File: src/rtl/bsc_pkg.sv
// package: register map, field layout, reset values and timing for the speed/advance block
package bsc_pkg;

  // ==========================================================================
  // register byte offsets
  localparam logic [7:0] OFS_CTRL      = 8'h00;
  localparam logic [7:0] OFS_SPEED_CMD = 8'h04;
  localparam logic [7:0] OFS_ADVANCE   = 8'h08;
  localparam logic [7:0] OFS_STATUS    = 8'h0c;
  localparam logic [7:0] OFS_ADV_STAT  = 8'h10;

  // ==========================================================================
  // control and status register field positions
  localparam int POS_SERIAL_SEL  = 0;
  localparam int POS_PIN_TYPE    = 1;
  localparam int POS_EDGE_SEL    = 2;
  localparam int POS_ADV_MODE    = 3;
  localparam int POS_SLEW_LSB    = 4;
  localparam int POS_ATTEN_LSB   = 8;
  localparam int POS_STAT_AMP    = 0;
  localparam int POS_STAT_TARGET = 16;

  // ==========================================================================
  // reset values
  localparam logic [31:0] RST_CTRL      = 32'h0000_0000;
  localparam logic [8:0]  RST_SPEED_CMD = 9'h000;
  localparam logic [6:0]  RST_ADVANCE   = 7'h00;

  // ==========================================================================
  // widths and command range
  localparam int          CMD_W        = 9;
  localparam logic [8:0]  CMD_MAX      = 9'h1ff;
  localparam int          ADV_W        = 21;
  localparam int          PERIOD_W     = 24;
  localparam logic [1:0]  RESP_OKAY    = 2'b00;
  localparam logic [1:0]  RESP_SLVERR  = 2'b10;

  // ==========================================================================
  // timing: advance step and clock
  localparam int CLK_PERIOD_PS  = 8000;
  localparam int ADV_STEP_PS    = 2500000;
  // advance step in half cycles, kept doubled to hold the half cycle exactly
  localparam int ADV_STEP_HCYC  = (2 * ADV_STEP_PS) / CLK_PERIOD_PS;

  // ==========================================================================
  // configuration carried from the register file to the advance timer
  typedef struct packed {
    logic       serial_speed_select;
    logic       pin_input_type;
    logic       zero_cross_edge_select;
    logic       advance_mode_select;
    logic [2:0] closed_loop_slew_rate;
    logic [1:0] feedback_attenuation;
    logic [6:0] advance_setting;
  } bsc_cfg_s;

  typedef enum logic [1:0] {
    SRC_ANALOG,
    SRC_PWM,
    SRC_SERIAL
  } bsc_src_e;

endpackage

File: src/rtl/bsc_adv_timer.sv
// advance timer: setting time, amplitude scaling and early commutation pulse
`timescale 1ns/1ps
module bsc_adv_timer
  import bsc_pkg::*;
(
  // clock and reset
  input  wire logic                aclk,
  input  wire logic                aresetn,
  // configuration and loop state
  input  wire bsc_cfg_s            cfg,
  input  wire logic [CMD_W-1:0]    amp,
  input  wire logic [CMD_W-1:0]    bemf,
  input  wire logic                zc_trigger,
  // results
  output logic [ADV_W-1:0]         adv_cycles,
  output logic                     commutate
);

  // ==========================================================================
  // setting time in cycles
  logic [10:0]         scaled_mant;
  logic [ADV_W:0]      setting_hcyc;
  logic [ADV_W-1:0]    setting_cyc;
  logic [CMD_W-1:0]    margin;
  logic [ADV_W+8:0]    product;
  logic [ADV_W-1:0]    next_adv;
  logic [PERIOD_W-1:0] count;
  logic [PERIOD_W-1:0] last_period;
  logic [PERIOD_W-1:0] target;

  // mantissa shifted by the shift field, times 2.5 us
  assign scaled_mant  = 11'({7'h00, cfg.advance_setting[3:0]} << cfg.advance_setting[6:4]);
  assign setting_hcyc = (ADV_W+1)'(scaled_mant * ADV_STEP_HCYC);
  // half cycles rounded up so the advance is never short
  assign setting_cyc  = ADV_W'((setting_hcyc + 1'b1) >> 1);

  // mode 1 shrinks the advance as back-emf approaches the drive amplitude
  assign margin  = (amp > bemf) ? (amp - bemf) : '0;
  assign product = (ADV_W+9)'(setting_cyc * margin);

  always_comb begin
    if (!cfg.advance_mode_select) begin
      next_adv = setting_cyc;
    end else if (amp == '0) begin
      next_adv = '0;
    end else begin
      next_adv = ADV_W'(product / amp);
    end
  end

  // registered so the divider does not sit on the compare path
  always_ff @(posedge aclk) begin
    if (!aresetn) begin
      adv_cycles <= '0;
    end else begin
      adv_cycles <= next_adv;
    end
  end

  // ==========================================================================
  // zero-cross period and early commutation
  always_ff @(posedge aclk) begin
    if (!aresetn) begin
      count       <= '0;
      last_period <= '0;
    end else if (zc_trigger) begin
      last_period <= count;
      count       <= '0;
    end else if (count != '1) begin
      count <= count + 1'b1;
    end
  end

  // fire ahead of the predicted next zero cross; too large an advance fires at once
  assign target = (last_period > PERIOD_W'(adv_cycles)) ? (last_period - PERIOD_W'(adv_cycles)) : '0;

  always_ff @(posedge aclk) begin
    if (!aresetn) begin
      commutate <= 1'b0;
    end else begin
      commutate <= (last_period != '0) && (count == target);
    end
  end

endmodule

File: src/rtl/bsc_top.sv
// speed command selection, slew limit, feedback attenuation and register slave
//
// The implementer's own choices: the AXI4-Lite slave port and the address map.
`timescale 1ns/1ps
module bsc_top
  import bsc_pkg::*;
#(
  parameter int SLEW_BASE_CYC = 125000,
  parameter int PWM_PRESCALE  = 16,
  parameter int CUR_W         = 12
)(
  // clock and reset
  input  wire logic                aclk,
  input  wire logic                aresetn,
  // axi4-lite write address
  input  wire logic [7:0]          s_axi_awaddr,
  input  wire logic                s_axi_awvalid,
  output logic                     s_axi_awready,
  // axi4-lite write data
  input  wire logic [31:0]         s_axi_wdata,
  input  wire logic [3:0]          s_axi_wstrb,
  input  wire logic                s_axi_wvalid,
  output logic                     s_axi_wready,
  // axi4-lite write response
  output logic [1:0]               s_axi_bresp,
  output logic                     s_axi_bvalid,
  input  wire logic                s_axi_bready,
  // axi4-lite read address
  input  wire logic [7:0]          s_axi_araddr,
  input  wire logic                s_axi_arvalid,
  output logic                     s_axi_arready,
  // axi4-lite read data
  output logic [31:0]              s_axi_rdata,
  output logic [1:0]               s_axi_rresp,
  output logic                     s_axi_rvalid,
  input  wire logic                s_axi_rready,
  // speed input pin, already converted
  input  wire logic [CMD_W-1:0]    speed_pin_analog,
  input  wire logic                speed_pin_pwm,
  // motor feedback
  input  wire logic                loop_closed,
  input  wire logic                current_valid,
  input  wire logic [CUR_W-1:0]    current_sample,
  input  wire logic                bemf_polarity,
  // drive side
  output logic [CMD_W-1:0]         drive_amplitude,
  output logic [CMD_W-1:0]         bemf_estimate,
  output logic [CUR_W-1:0]         feedback_current,
  output logic                     zero_cross_trigger,
  output logic                     commutate,
  output logic [ADV_W-1:0]         advance_cycles
);

  // ==========================================================================
  // register file
  bsc_cfg_s         cfg;
  logic [CMD_W-1:0] speed_command_value;
  logic [CMD_W-1:0] target_cmd;
  bsc_src_e         src;

  // bus bookkeeping
  logic       aw_held;
  logic       w_held;
  logic [7:0] aw_addr;
  logic [31:0] w_data;
  logic [3:0] w_strb;
  logic       do_write;
  logic [31:0] ctrl_word;
  logic [31:0] next_ctrl;
  logic [31:0] rd_word;
  logic       rd_hit;
  logic       wr_hit;

  assign ctrl_word = {22'h0, cfg.feedback_attenuation, 1'b0, cfg.closed_loop_slew_rate,
                      cfg.advance_mode_select, cfg.zero_cross_edge_select,
                      cfg.pin_input_type, cfg.serial_speed_select};

  // byte-lane merge of a control write
  always_comb begin
    next_ctrl = ctrl_word;
    for (int b = 0; b < 4; b++) begin
      if (w_strb[b]) begin
        next_ctrl[b*8 +: 8] = w_data[b*8 +: 8];
      end
    end
  end

  assign do_write = aw_held && w_held && !s_axi_bvalid;
  assign wr_hit   = (aw_addr == OFS_CTRL) || (aw_addr == OFS_SPEED_CMD)
                 || (aw_addr == OFS_ADVANCE);

  // write address and data are taken in either order, then held until the response
  always_ff @(posedge aclk) begin
    if (!aresetn) begin
      s_axi_awready <= 1'b1;
      aw_held       <= 1'b0;
      aw_addr       <= '0;
    end else if (s_axi_awvalid && s_axi_awready) begin
      s_axi_awready <= 1'b0;
      aw_held       <= 1'b1;
      aw_addr       <= s_axi_awaddr;
    end else if (s_axi_bvalid && s_axi_bready) begin
      s_axi_awready <= 1'b1;
      aw_held       <= 1'b0;
    end
  end

  always_ff @(posedge aclk) begin
    if (!aresetn) begin
      s_axi_wready <= 1'b1;
      w_held       <= 1'b0;
      w_data       <= '0;
      w_strb       <= '0;
    end else if (s_axi_wvalid && s_axi_wready) begin
      s_axi_wready <= 1'b0;
      w_held       <= 1'b1;
      w_data       <= s_axi_wdata;
      w_strb       <= s_axi_wstrb;
    end else if (s_axi_bvalid && s_axi_bready) begin
      s_axi_wready <= 1'b1;
      w_held       <= 1'b0;
    end
  end

  // write response one cycle after both halves are held
  always_ff @(posedge aclk) begin
    if (!aresetn) begin
      s_axi_bvalid <= 1'b0;
      s_axi_bresp  <= RESP_OKAY;
    end else if (do_write) begin
      s_axi_bvalid <= 1'b1;
      s_axi_bresp  <= wr_hit ? RESP_OKAY : RESP_SLVERR;
    end else if (s_axi_bready) begin
      s_axi_bvalid <= 1'b0;
    end
  end

  // register updates
  always_ff @(posedge aclk) begin
    if (!aresetn) begin
      cfg.serial_speed_select    <= RST_CTRL[POS_SERIAL_SEL];
      cfg.pin_input_type         <= RST_CTRL[POS_PIN_TYPE];
      cfg.zero_cross_edge_select <= RST_CTRL[POS_EDGE_SEL];
      cfg.advance_mode_select    <= RST_CTRL[POS_ADV_MODE];
      cfg.closed_loop_slew_rate  <= RST_CTRL[POS_SLEW_LSB +: 3];
      cfg.feedback_attenuation   <= RST_CTRL[POS_ATTEN_LSB +: 2];
      cfg.advance_setting        <= RST_ADVANCE;
      speed_command_value        <= RST_SPEED_CMD;
    end else if (do_write) begin
      if (aw_addr == OFS_CTRL) begin
        cfg.serial_speed_select    <= next_ctrl[POS_SERIAL_SEL];
        cfg.pin_input_type         <= next_ctrl[POS_PIN_TYPE];
        cfg.zero_cross_edge_select <= next_ctrl[POS_EDGE_SEL];
        cfg.advance_mode_select    <= next_ctrl[POS_ADV_MODE];
        cfg.closed_loop_slew_rate  <= next_ctrl[POS_SLEW_LSB +: 3];
        cfg.feedback_attenuation   <= next_ctrl[POS_ATTEN_LSB +: 2];
      end
      if (aw_addr == OFS_SPEED_CMD) begin
        if (w_strb[0]) speed_command_value[7:0] <= w_data[7:0];
        if (w_strb[1]) speed_command_value[8]   <= w_data[8];
      end
      if ((aw_addr == OFS_ADVANCE) && w_strb[0]) begin
        cfg.advance_setting <= w_data[6:0];
      end
    end
  end

  // ==========================================================================
  // read channel
  always_comb begin
    rd_hit  = 1'b1;
    rd_word = '0;
    case (s_axi_araddr)
      OFS_CTRL:      rd_word = ctrl_word;
      OFS_SPEED_CMD: rd_word = {23'h0, speed_command_value};
      OFS_ADVANCE:   rd_word = {25'h0, cfg.advance_setting};
      OFS_STATUS: begin
        rd_word[POS_STAT_AMP +: CMD_W]    = drive_amplitude;
        rd_word[POS_STAT_TARGET +: CMD_W] = target_cmd;
      end
      OFS_ADV_STAT:  rd_word = {11'h0, advance_cycles};
      default:       rd_hit  = 1'b0;
    endcase
  end

  // one read at a time; address refused while data waits
  always_ff @(posedge aclk) begin
    if (!aresetn) begin
      s_axi_arready <= 1'b1;
      s_axi_rvalid  <= 1'b0;
      s_axi_rdata   <= '0;
      s_axi_rresp   <= RESP_OKAY;
    end else if (s_axi_arvalid && s_axi_arready) begin
      s_axi_arready <= 1'b0;
      s_axi_rvalid  <= 1'b1;
      s_axi_rdata   <= rd_word;
      s_axi_rresp   <= rd_hit ? RESP_OKAY : RESP_SLVERR;
    end else if (s_axi_rvalid && s_axi_rready) begin
      s_axi_arready <= 1'b1;
      s_axi_rvalid  <= 1'b0;
    end
  end

  // ==========================================================================
  // pwm duty decode: high samples over a 511-sample window
  logic [15:0]      pre_cnt;
  logic [CMD_W-1:0] win_cnt;
  logic [CMD_W-1:0] high_cnt;
  logic [CMD_W-1:0] pwm_duty;

  always_ff @(posedge aclk) begin
    if (!aresetn) begin
      pre_cnt  <= '0;
      win_cnt  <= '0;
      high_cnt <= '0;
      pwm_duty <= '0;
    end else if (pre_cnt == 16'(PWM_PRESCALE - 1)) begin
      pre_cnt <= '0;
      if (win_cnt == CMD_MAX - 1'b1) begin
        win_cnt  <= '0;
        high_cnt <= '0;
        pwm_duty <= high_cnt + CMD_W'(speed_pin_pwm);
      end else begin
        win_cnt  <= win_cnt + 1'b1;
        high_cnt <= high_cnt + CMD_W'(speed_pin_pwm);
      end
    end else begin
      pre_cnt <= pre_cnt + 1'b1;
    end
  end

  // ==========================================================================
  // command source; the pin path is not looked at in serial mode
  always_comb begin
    if (cfg.serial_speed_select) begin
      src = SRC_SERIAL;
    end else if (cfg.pin_input_type) begin
      src = SRC_PWM;
    end else begin
      src = SRC_ANALOG;
    end
  end

  always_ff @(posedge aclk) begin
    if (!aresetn) begin
      target_cmd <= '0;
    end else begin
      case (src)
        SRC_SERIAL: target_cmd <= speed_command_value;
        SRC_PWM:    target_cmd <= pwm_duty;
        SRC_ANALOG: target_cmd <= speed_pin_analog;
        default:    target_cmd <= '0;
      endcase
    end
  end

  // ==========================================================================
  // slew limiter: one lsb per interval; higher setting = shorter interval
  logic [31:0] slew_cnt;
  logic [31:0] slew_int;

  assign slew_int = 32'(SLEW_BASE_CYC) >> {cfg.closed_loop_slew_rate, 1'b0};

  always_ff @(posedge aclk) begin
    if (!aresetn) begin
      slew_cnt        <= '0;
      drive_amplitude <= '0;
    end else if (slew_cnt + 1'b1 >= slew_int) begin
      slew_cnt <= '0;
      if (drive_amplitude < target_cmd) begin
        drive_amplitude <= drive_amplitude + 1'b1;
      end else if (drive_amplitude > target_cmd) begin
        drive_amplitude <= drive_amplitude - 1'b1;
      end
    end else begin
      slew_cnt <= slew_cnt + 1'b1;
    end
  end
  // 511 is simply the top code of the 9-bit amplitude

  // ==========================================================================
  // current feedback and back-emf estimate in closed loop
  logic [CUR_W-1:0] atten_cur;

  // attenuation trades loop speed for noise immunity
  assign atten_cur = current_sample >> cfg.feedback_attenuation;

  always_ff @(posedge aclk) begin
    if (!aresetn) begin
      feedback_current <= '0;
      bemf_estimate    <= '0;
    end else if (loop_closed && current_valid) begin
      feedback_current <= atten_cur;
      if (CUR_W'(drive_amplitude) > atten_cur) begin
        bemf_estimate <= CMD_W'(CUR_W'(drive_amplitude) - atten_cur);
      end else begin
        bemf_estimate <= '0;
      end
    end
  end

  // ==========================================================================
  // zero-cross trigger from back-emf polarity
  logic pol_q;

  always_ff @(posedge aclk) begin
    if (!aresetn) begin
      pol_q              <= 1'b0;
      zero_cross_trigger <= 1'b0;
    end else begin
      pol_q              <= bemf_polarity;
      zero_cross_trigger <= loop_closed && ((bemf_polarity && !pol_q)
                         || (cfg.zero_cross_edge_select && !bemf_polarity && pol_q));
    end
  end

  // ==========================================================================
  // advance timer
  bsc_adv_timer u_adv (
    .aclk       (aclk),
    .aresetn    (aresetn),
    .cfg        (cfg),
    .amp        (drive_amplitude),
    .bemf       (bemf_estimate),
    .zc_trigger (zero_cross_trigger),
    .adv_cycles (advance_cycles),
    .commutate  (commutate)
  );

endmodule

File: config.mk
export PLATFORM = sky130hd
export DESIGN_NAME = bsc_top
export DESIGN_NICKNAME = d
export VERILOG_FILES = /design/src/rtl/bsc_pkg.sv /design/src/rtl/bsc_adv_timer.sv /design/src/rtl/bsc_top.sv
export SDC_FILE = /design/constraint.sdc
export NUM_CORES = 2
export LEC_CHECK = 0
export CORE_MARGIN = 2
export CORE_UTILIZATION = 60
export DETAILED_ROUTE_END_ITERATION = 8
export DONT_BUFFER_PORTS = 1
export PLACE_DENSITY = 0.87
export REMOVE_ABC_BUFFERS = 1
export SLEW_MARGIN = 30
export SYNTH_ARGS = -nofsm -noshare
export SYNTH_HDL_FRONTEND = slang
export SYNTH_SLANG_ARGS = --single-unit
export TNS_END_PERCENT = 1
File: constraint.sdc
create_clock -name aclk -period 137.6 [get_ports aclk]
set_clock_uncertainty 0.2 [all_clocks]
set_input_delay 34.4 -clock aclk [delete_from_list [all_inputs] [get_ports aclk]]
set_output_delay 34.4 -clock aclk [all_outputs]
set_load 0.01 [all_outputs]
== Word level (Yosys, flattened, before mapping) ==
Cells that the tools add are included.

* Register bits: 267
* Output and inout bits: 94
* Word-level logic and storage cells: 144

* Order comparisons: 6
* Multipliers: 2
* Reductions and logical operators: 41
* Shifts and indexed selects: 3
* Div/mod/pow operators: 1
* Eq/ne operators: 12
* Mux-type cells: 30
* Bitwise operators: 1
* $add $sub $neg: 11

{| class="wikitable"
|+ Operator list
! kind !! number
|-
| 9-bit 2-to-1 mux || 6
|-
| 9-bit case mux with 5 select lines || 1
|-
| 21-bit 2-to-1 mux || 2
|-
| 32-bit by 1-bit adder with 32-bit output (second input constant) || 1
|-
| 32-bit greater-or-equal comparator || 1
|-
| 17-bit by 4-bit >> shifter with 32-bit output (first input constant) || 1
|-
| 30-bit by 9-bit divider with 30-bit output || 1
|-
| 21-bit by 9-bit multiplier with 30-bit output || 1
|-
| 9-bit case mux with 3 select lines || 1
|-
| 24-bit by 1-bit adder with 24-bit output (second input constant) || 1
|-
| 24-bit == test || 1
|-
| 8-bit by 4-bit == test with 1-bit output (second input constant) || 3
|-
| 24-bit by 21-bit greater-than comparator with 1-bit output || 1
|-
| 24-bit 2-to-1 mux || 1
|-
| 24-bit != test (second input constant) || 1
|-
| 24-bit nonzero test || 1
|-
| 24-bit by 21-bit subtractor with 24-bit output || 1
|-
| 21-bit by 1-bit adder with 22-bit output (second input constant) || 1
|-
| 11-bit by 10-bit multiplier with 21-bit output (second input constant) || 1
|-
| 9-bit by 1-bit adder with 9-bit output (second input constant) || 2
|-
| 9-bit greater-than comparator || 2
|-
| 9-bit case mux with 2 select lines || 1
|-
| 9-bit subtractor || 2
|-
| 16-bit by 1-bit adder with 16-bit output (second input constant) || 1
|-
| 27 further kinds || 72
|}

== Depth between registers and ports, before layout ==
* Depth in word-level cells: 7
* Depth in mapped cells: 458
* Depth with buffers taken out: 428

== By module ==
A second synthesis with hierarchy kept.

* Cells, all modules: 5,083
* Area total of the unflattened synthesis: 39,075.0 µm²

{| class="wikitable"
|+ By module, submodules not included
! module !! times used !! area an instance (µm²) !! cells an instance
|-
| bsc_adv_timer || 1 || 29,148.0 || 3,950
|-
| bsc_top || 1 || 9,927.0 || 1,133
|}

== Worst setup path after synthesis ==
No wires, ideal clock.

* Path kind: register to register
* From: register cfg[5] (netlist name)
* To: register u_adv.adv_cycles[0]
* Clock period less this slack: 84.557 ns
* Setup time: 0.140 ns
* Cell stages (with the launch flop): 441
* Data arrival time: 84.217 ns
* Slack: 53.043 ns
* Path through: dfxtp_1 -> clkbuf_1 -> mux2_2 -> nand2_1 -> o21ai_0 -> o21ai_0 -> inv_1 -> fa_1 -> ha_1 -> inv_1 -> fa_1 -> inv_1 -> ha_1 -> fa_1 -> ha_1 -> inv_1 -> o21bai_1 -> a21oi_1 -> [... 405 more ...] -> a21oi_1 -> ha_1 -> a21o_1 -> a21o_1 -> a21oi_1 -> nor2b_1 -> o21ai_0 -> nand2b_1 -> a21oi_1 -> nor2b_1 -> o21ai_0 -> and3_1 -> nand4_1 -> a211o_1 -> a2111oi_0 -> nand4_1 -> nor4_1 -> a41oi_1

* Cells in the longest elaborated chain, start to end: 7

{| class="wikitable"
|+ Ends and longest elaborated chain
! item !! line !! source
|-
| 4-bit by 3-bit << shifter with 11-bit output (*) || bsc_adv_timer.sv:32 || <nowiki>assign scaled_mant = 11'({7'h00, cfg.advance_setting[3:0]} << cfg.advance_setting[6:4]);</nowiki>
|-
| 11-bit by 10-bit multiplier with 21-bit output (*) || bsc_adv_timer.sv:33 || <nowiki>assign setting_hcyc = (ADV_W+1)'(scaled_mant * ADV_STEP_HCYC);</nowiki>
|-
| 21-bit by 1-bit adder with 22-bit output (*) || bsc_adv_timer.sv:35 || <nowiki>assign setting_cyc = ADV_W'((setting_hcyc + 1'b1) >> 1);</nowiki>
|-
| 21-bit by 9-bit multiplier with 30-bit output || bsc_adv_timer.sv:39 || <nowiki>assign product = (ADV_W+9)'(setting_cyc * margin);</nowiki>
|-
| 30-bit by 9-bit divider with 30-bit output || bsc_adv_timer.sv:47 || <nowiki>next_adv = ADV_W'(product / amp);</nowiki>
|-
| 21-bit 2-to-1 mux || bsc_adv_timer.sv:44 || <nowiki>end else if (amp == '0) begin</nowiki>
|-
| 21-bit 2-to-1 mux (*) || bsc_adv_timer.sv:42 || <nowiki>if (!cfg.advance_mode_select) begin</nowiki>
|-
| end signal: assignment || bsc_adv_timer.sv:56 || <nowiki>adv_cycles <= next_adv;</nowiki>
|-
| end: declaration || bsc_adv_timer.sv:15 || <nowiki>output logic [ADV_W-1:0] adv_cycles,</nowiki>
|}

Every way passes the cells marked *; elsewhere a longest branch is shown, timed or not.
A chain may end at the register's enable or synchronous reset.

== Worst setup path in the final report ==
* From: register cfg[4] (netlist name)
* To: register u_adv.adv_cycles[0]

* Cells in the longest elaborated chain, start to end: 7

{| class="wikitable"
|+ Ends and longest elaborated chain
! item !! line
|-
| 4-bit by 3-bit << shifter with 11-bit output (*) || bsc_adv_timer.sv:32
|-
| 11-bit by 10-bit multiplier with 21-bit output (*) || bsc_adv_timer.sv:33
|-
| 21-bit by 1-bit adder with 22-bit output (*) || bsc_adv_timer.sv:35
|-
| 21-bit by 9-bit multiplier with 30-bit output || bsc_adv_timer.sv:39
|-
| 30-bit by 9-bit divider with 30-bit output || bsc_adv_timer.sv:47
|-
| 21-bit 2-to-1 mux || bsc_adv_timer.sv:44
|-
| 21-bit 2-to-1 mux (*) || bsc_adv_timer.sv:42
|}

Marks and branches as above.

==> results.ini <==
[clock_tree]
cts_resized = 0
htreeDepth = 1
cts_tree = built
clock_sinks = 265
numCtsBuffers = 25
cts_setup_buffers = 0
cts_max_path_buffers = 3
clockRootBuffer = clkbuf_16
clock_latency_ns = 0.57
hold_buffers = 0
cts.clk_slew.worst_paths_ns = 0.07

[setup_path]
worstPathMaxFanout = 24
path_common_cell = o21a_1
crit_path_start = cfg[4]
crit_cells = 414
cp-endpoint = u_adv.adv_cycles[0]
worstSetupEndpointType = flip-flop
cp_data_arrival_time_ns = 99.75
startpoint_type = flip-flop
slowest_stage = nor2_1
worst-setup-path-type = reg2reg
ff2ff_path_depth = 414
path_buf_inv = 27
r2r_start = cfg[4]
regToRegEndpoint = u_adv.adv_cycles[0]
r2r_slack_ns = 37.91
critPathTopFamily = compound AO/OA/AOI/OAI gates
max_stage_delay_ns = 0.83
required_ns = 137.66

[layout]
area_delta_synth_final_pct = 3.88
layout.nets = 5677
drive_above_1_share = 0.0560
final_area_mm2 = 0.0403
antenna_cells = 0

[synthesis]
synth_top_family_by_area = simple AND/OR/NAND/NOR gates
syn-instance-count = 5110
synth_adder_area_share = 0.217
yosysWarningCount = 0
synth_top_area_cell = ha_1
synth-seq-cells = 265
synth_simple_gate_area_share = 0.251
synth.top_cell.area_share = 0.137
synth.most_common_cell = nor2_1
synth-xor-area-share = 0.0683
synthTopCellsByCount = nor2_1 (556), nand2_1 (539), ha_1 (426)
synth_edf_count = 0
yosysSeqAreaShare = 0.137
ys.flop_type = dfxtp_1
synthArstFlopShare = 0
synth-compound-area-share = 0.229
synth_cell_types = 135
synth_area_leaders = ha_1 (14%), dfxtp_1 (14%), fa_1 (7.9%)
avgSynthCellArea_um2 = 7.60
synthMuxAreaShare = 0.0451
synth_area_mm2 = 0.0388

[sta]
slew_violations = 0
rsz0062_at_grt = false
min_period_ns = 99.69
worst_pin_slew_ns = 1.05
fmax_mhz = 10.0
finalCritPeriodShare = 0.725
tns_ns = 0
final_hold_viol_count = 0
slew_headroom = 0.300
setup_violations = 0

[detailed_routing]
num_vias = 38200
drc = 0
drt-initial-drc-count = 3762
routedWlPerCell_um = 18.7
viasPerCell = 6.49
wirelength_um = 110000
ant_nets = 0
drt_pre_antenna_iters = 8

[grt]
grt_pass1_wl_um = 178000
grt_overflow = 0
grt_max_degree = 93
grt_usage = 0.317
antenna_found_initial = 3
grt_pass1_vias = 36000

[die]
die_h_um = 258
fp.dieArea_mm2 = 0.0668
start_util = 0.605
pin_count = 178
core-area_mm2 = 0.0642
die-width_um = 258
fp-row-count = 93

[placed_design]
placed_cell_area_mm2 = 0.0394
place.gp.congestion = 0.973
io_buffers = 0
dpl.hpwl_um = 86000

[run_status]
outcome = complete, no violations

[hold_path]
min_from = aw_addr[6]
hold_class = reg2reg

[flow_run]
cap_violations = 0

worst min path at each step:
stage                 end  depth (start not counted)
2_1_floorplan  pre_cnt[0]                          1
3_3_place_gp   pre_cnt[0]                          1
3_5_place_dp   aw_addr[6]                          2
4_1_cts        aw_addr[6]                          2
5_1_grt         w_data[7]                          2
6_report       aw_addr[6]                          2
through the flow:
stage	util	cells	hold slack (ns)	worst slack [ns]
global placement	0.613	5840	0.242	42.06
CTS	0.627	5886	0.262	39.56
finish	0.628	5887	0.264	37.91
floorplan	-	4955	0.226	53.16
global route	0.628	5887	0.285	30.35
detailed placement	0.614	5840	0.250	39.99
per-layer routing:
metal / share of wire / vias up / global-route usage
met5: 0.00025 / - / 0
met4: 0.045 / 4 / 0.128
met3: 0.087 / 350 / 0.0508
met2: 0.45 / 1717 / 0.519
met1: 0.41 / 18000 / 0.415
li1: - / 18200 / -
worst register-to-register path: cells and delay by family (launching register included):
family / cells / cell delay [ns]
compound gates: 224 / 49.22
simple gates: 118 / 30.38
flops: 1 / 0.42
xor+xnor: 2 / 0.55
buf+inv: 27 / 4.00
fa+ha+maj: 41 / 14.33
mux: 2 / 0.39
final cells by class:
cell class	instances	area (µm²)
Tap cell	855	1070
Multi-Input combinational cell	4360	31600
Fill cell	5442	23900
Timing Repair Buffer	31	245
Clock buffer	30	674
Clock inverter	16	206
Sequential cell	265	5310
Inverter	330	1240
logic make-up after synthesis:
logic type	count (synthesis)
xor+xnor	299
mux	166
simple gates	2002
flops	265
other cells	1
compound gates	1289
buf+inv	508
fa+ha+maj	580
cells in the final DEF, fill, tap and decap left out, drive strengths merged, types with 19 or more instances in the layout:
| master | count |
|---|---|
| o211ai | 32 |
| nand3 | 136 |
| a22oi | 33 |
| nand2 | 540 |
| or3 | 54 |
| o21bai | 37 |
| conb | 24 |
| xor2 | 128 |
| o21a | 152 |
| o22a | 19 |
| inv | 333 |
| fa | 154 |
| mux2 | 65 |
| o21ai | 208 |
| mux2i | 101 |
| ha | 426 |
| a21oi | 337 |
| a21o | 90 |
| and2 | 50 |
| and3 | 80 |
| a211oi | 32 |
| xnor2 | 171 |
| or2 | 41 |
| o22ai | 19 |
| nor4 | 49 |
| nand2b | 52 |
| buf | 31 |
| nor2 | 559 |
| nand4 | 63 |
| nor3 | 239 |
| a31oi | 34 |
| nor2b | 45 |
| clkbuf | 30 |
| o31ai | 92 |
| dfxtp | 265 |
flip-flops by register name, summed over array words and instances (netlist names), 2 cells and up:
signal and count:
w_strb 2, pre_cnt 16, aw_addr 8, u_adv.count 24
cfg 16, u_adv.adv_cycles 21, high_cnt 9, drive_amplitude 9
feedback_current 12, target_cmd 9, bemf_estimate 9, u_adv.last_period 24
w_data 10, speed_command_value 9, slew_cnt 32, pwm_duty 9
win_cnt 9, s_axi_rdata 25
Power is not shown: default switching activity piles up to over one toggle a cycle in this logic, so the estimate is an artifact.
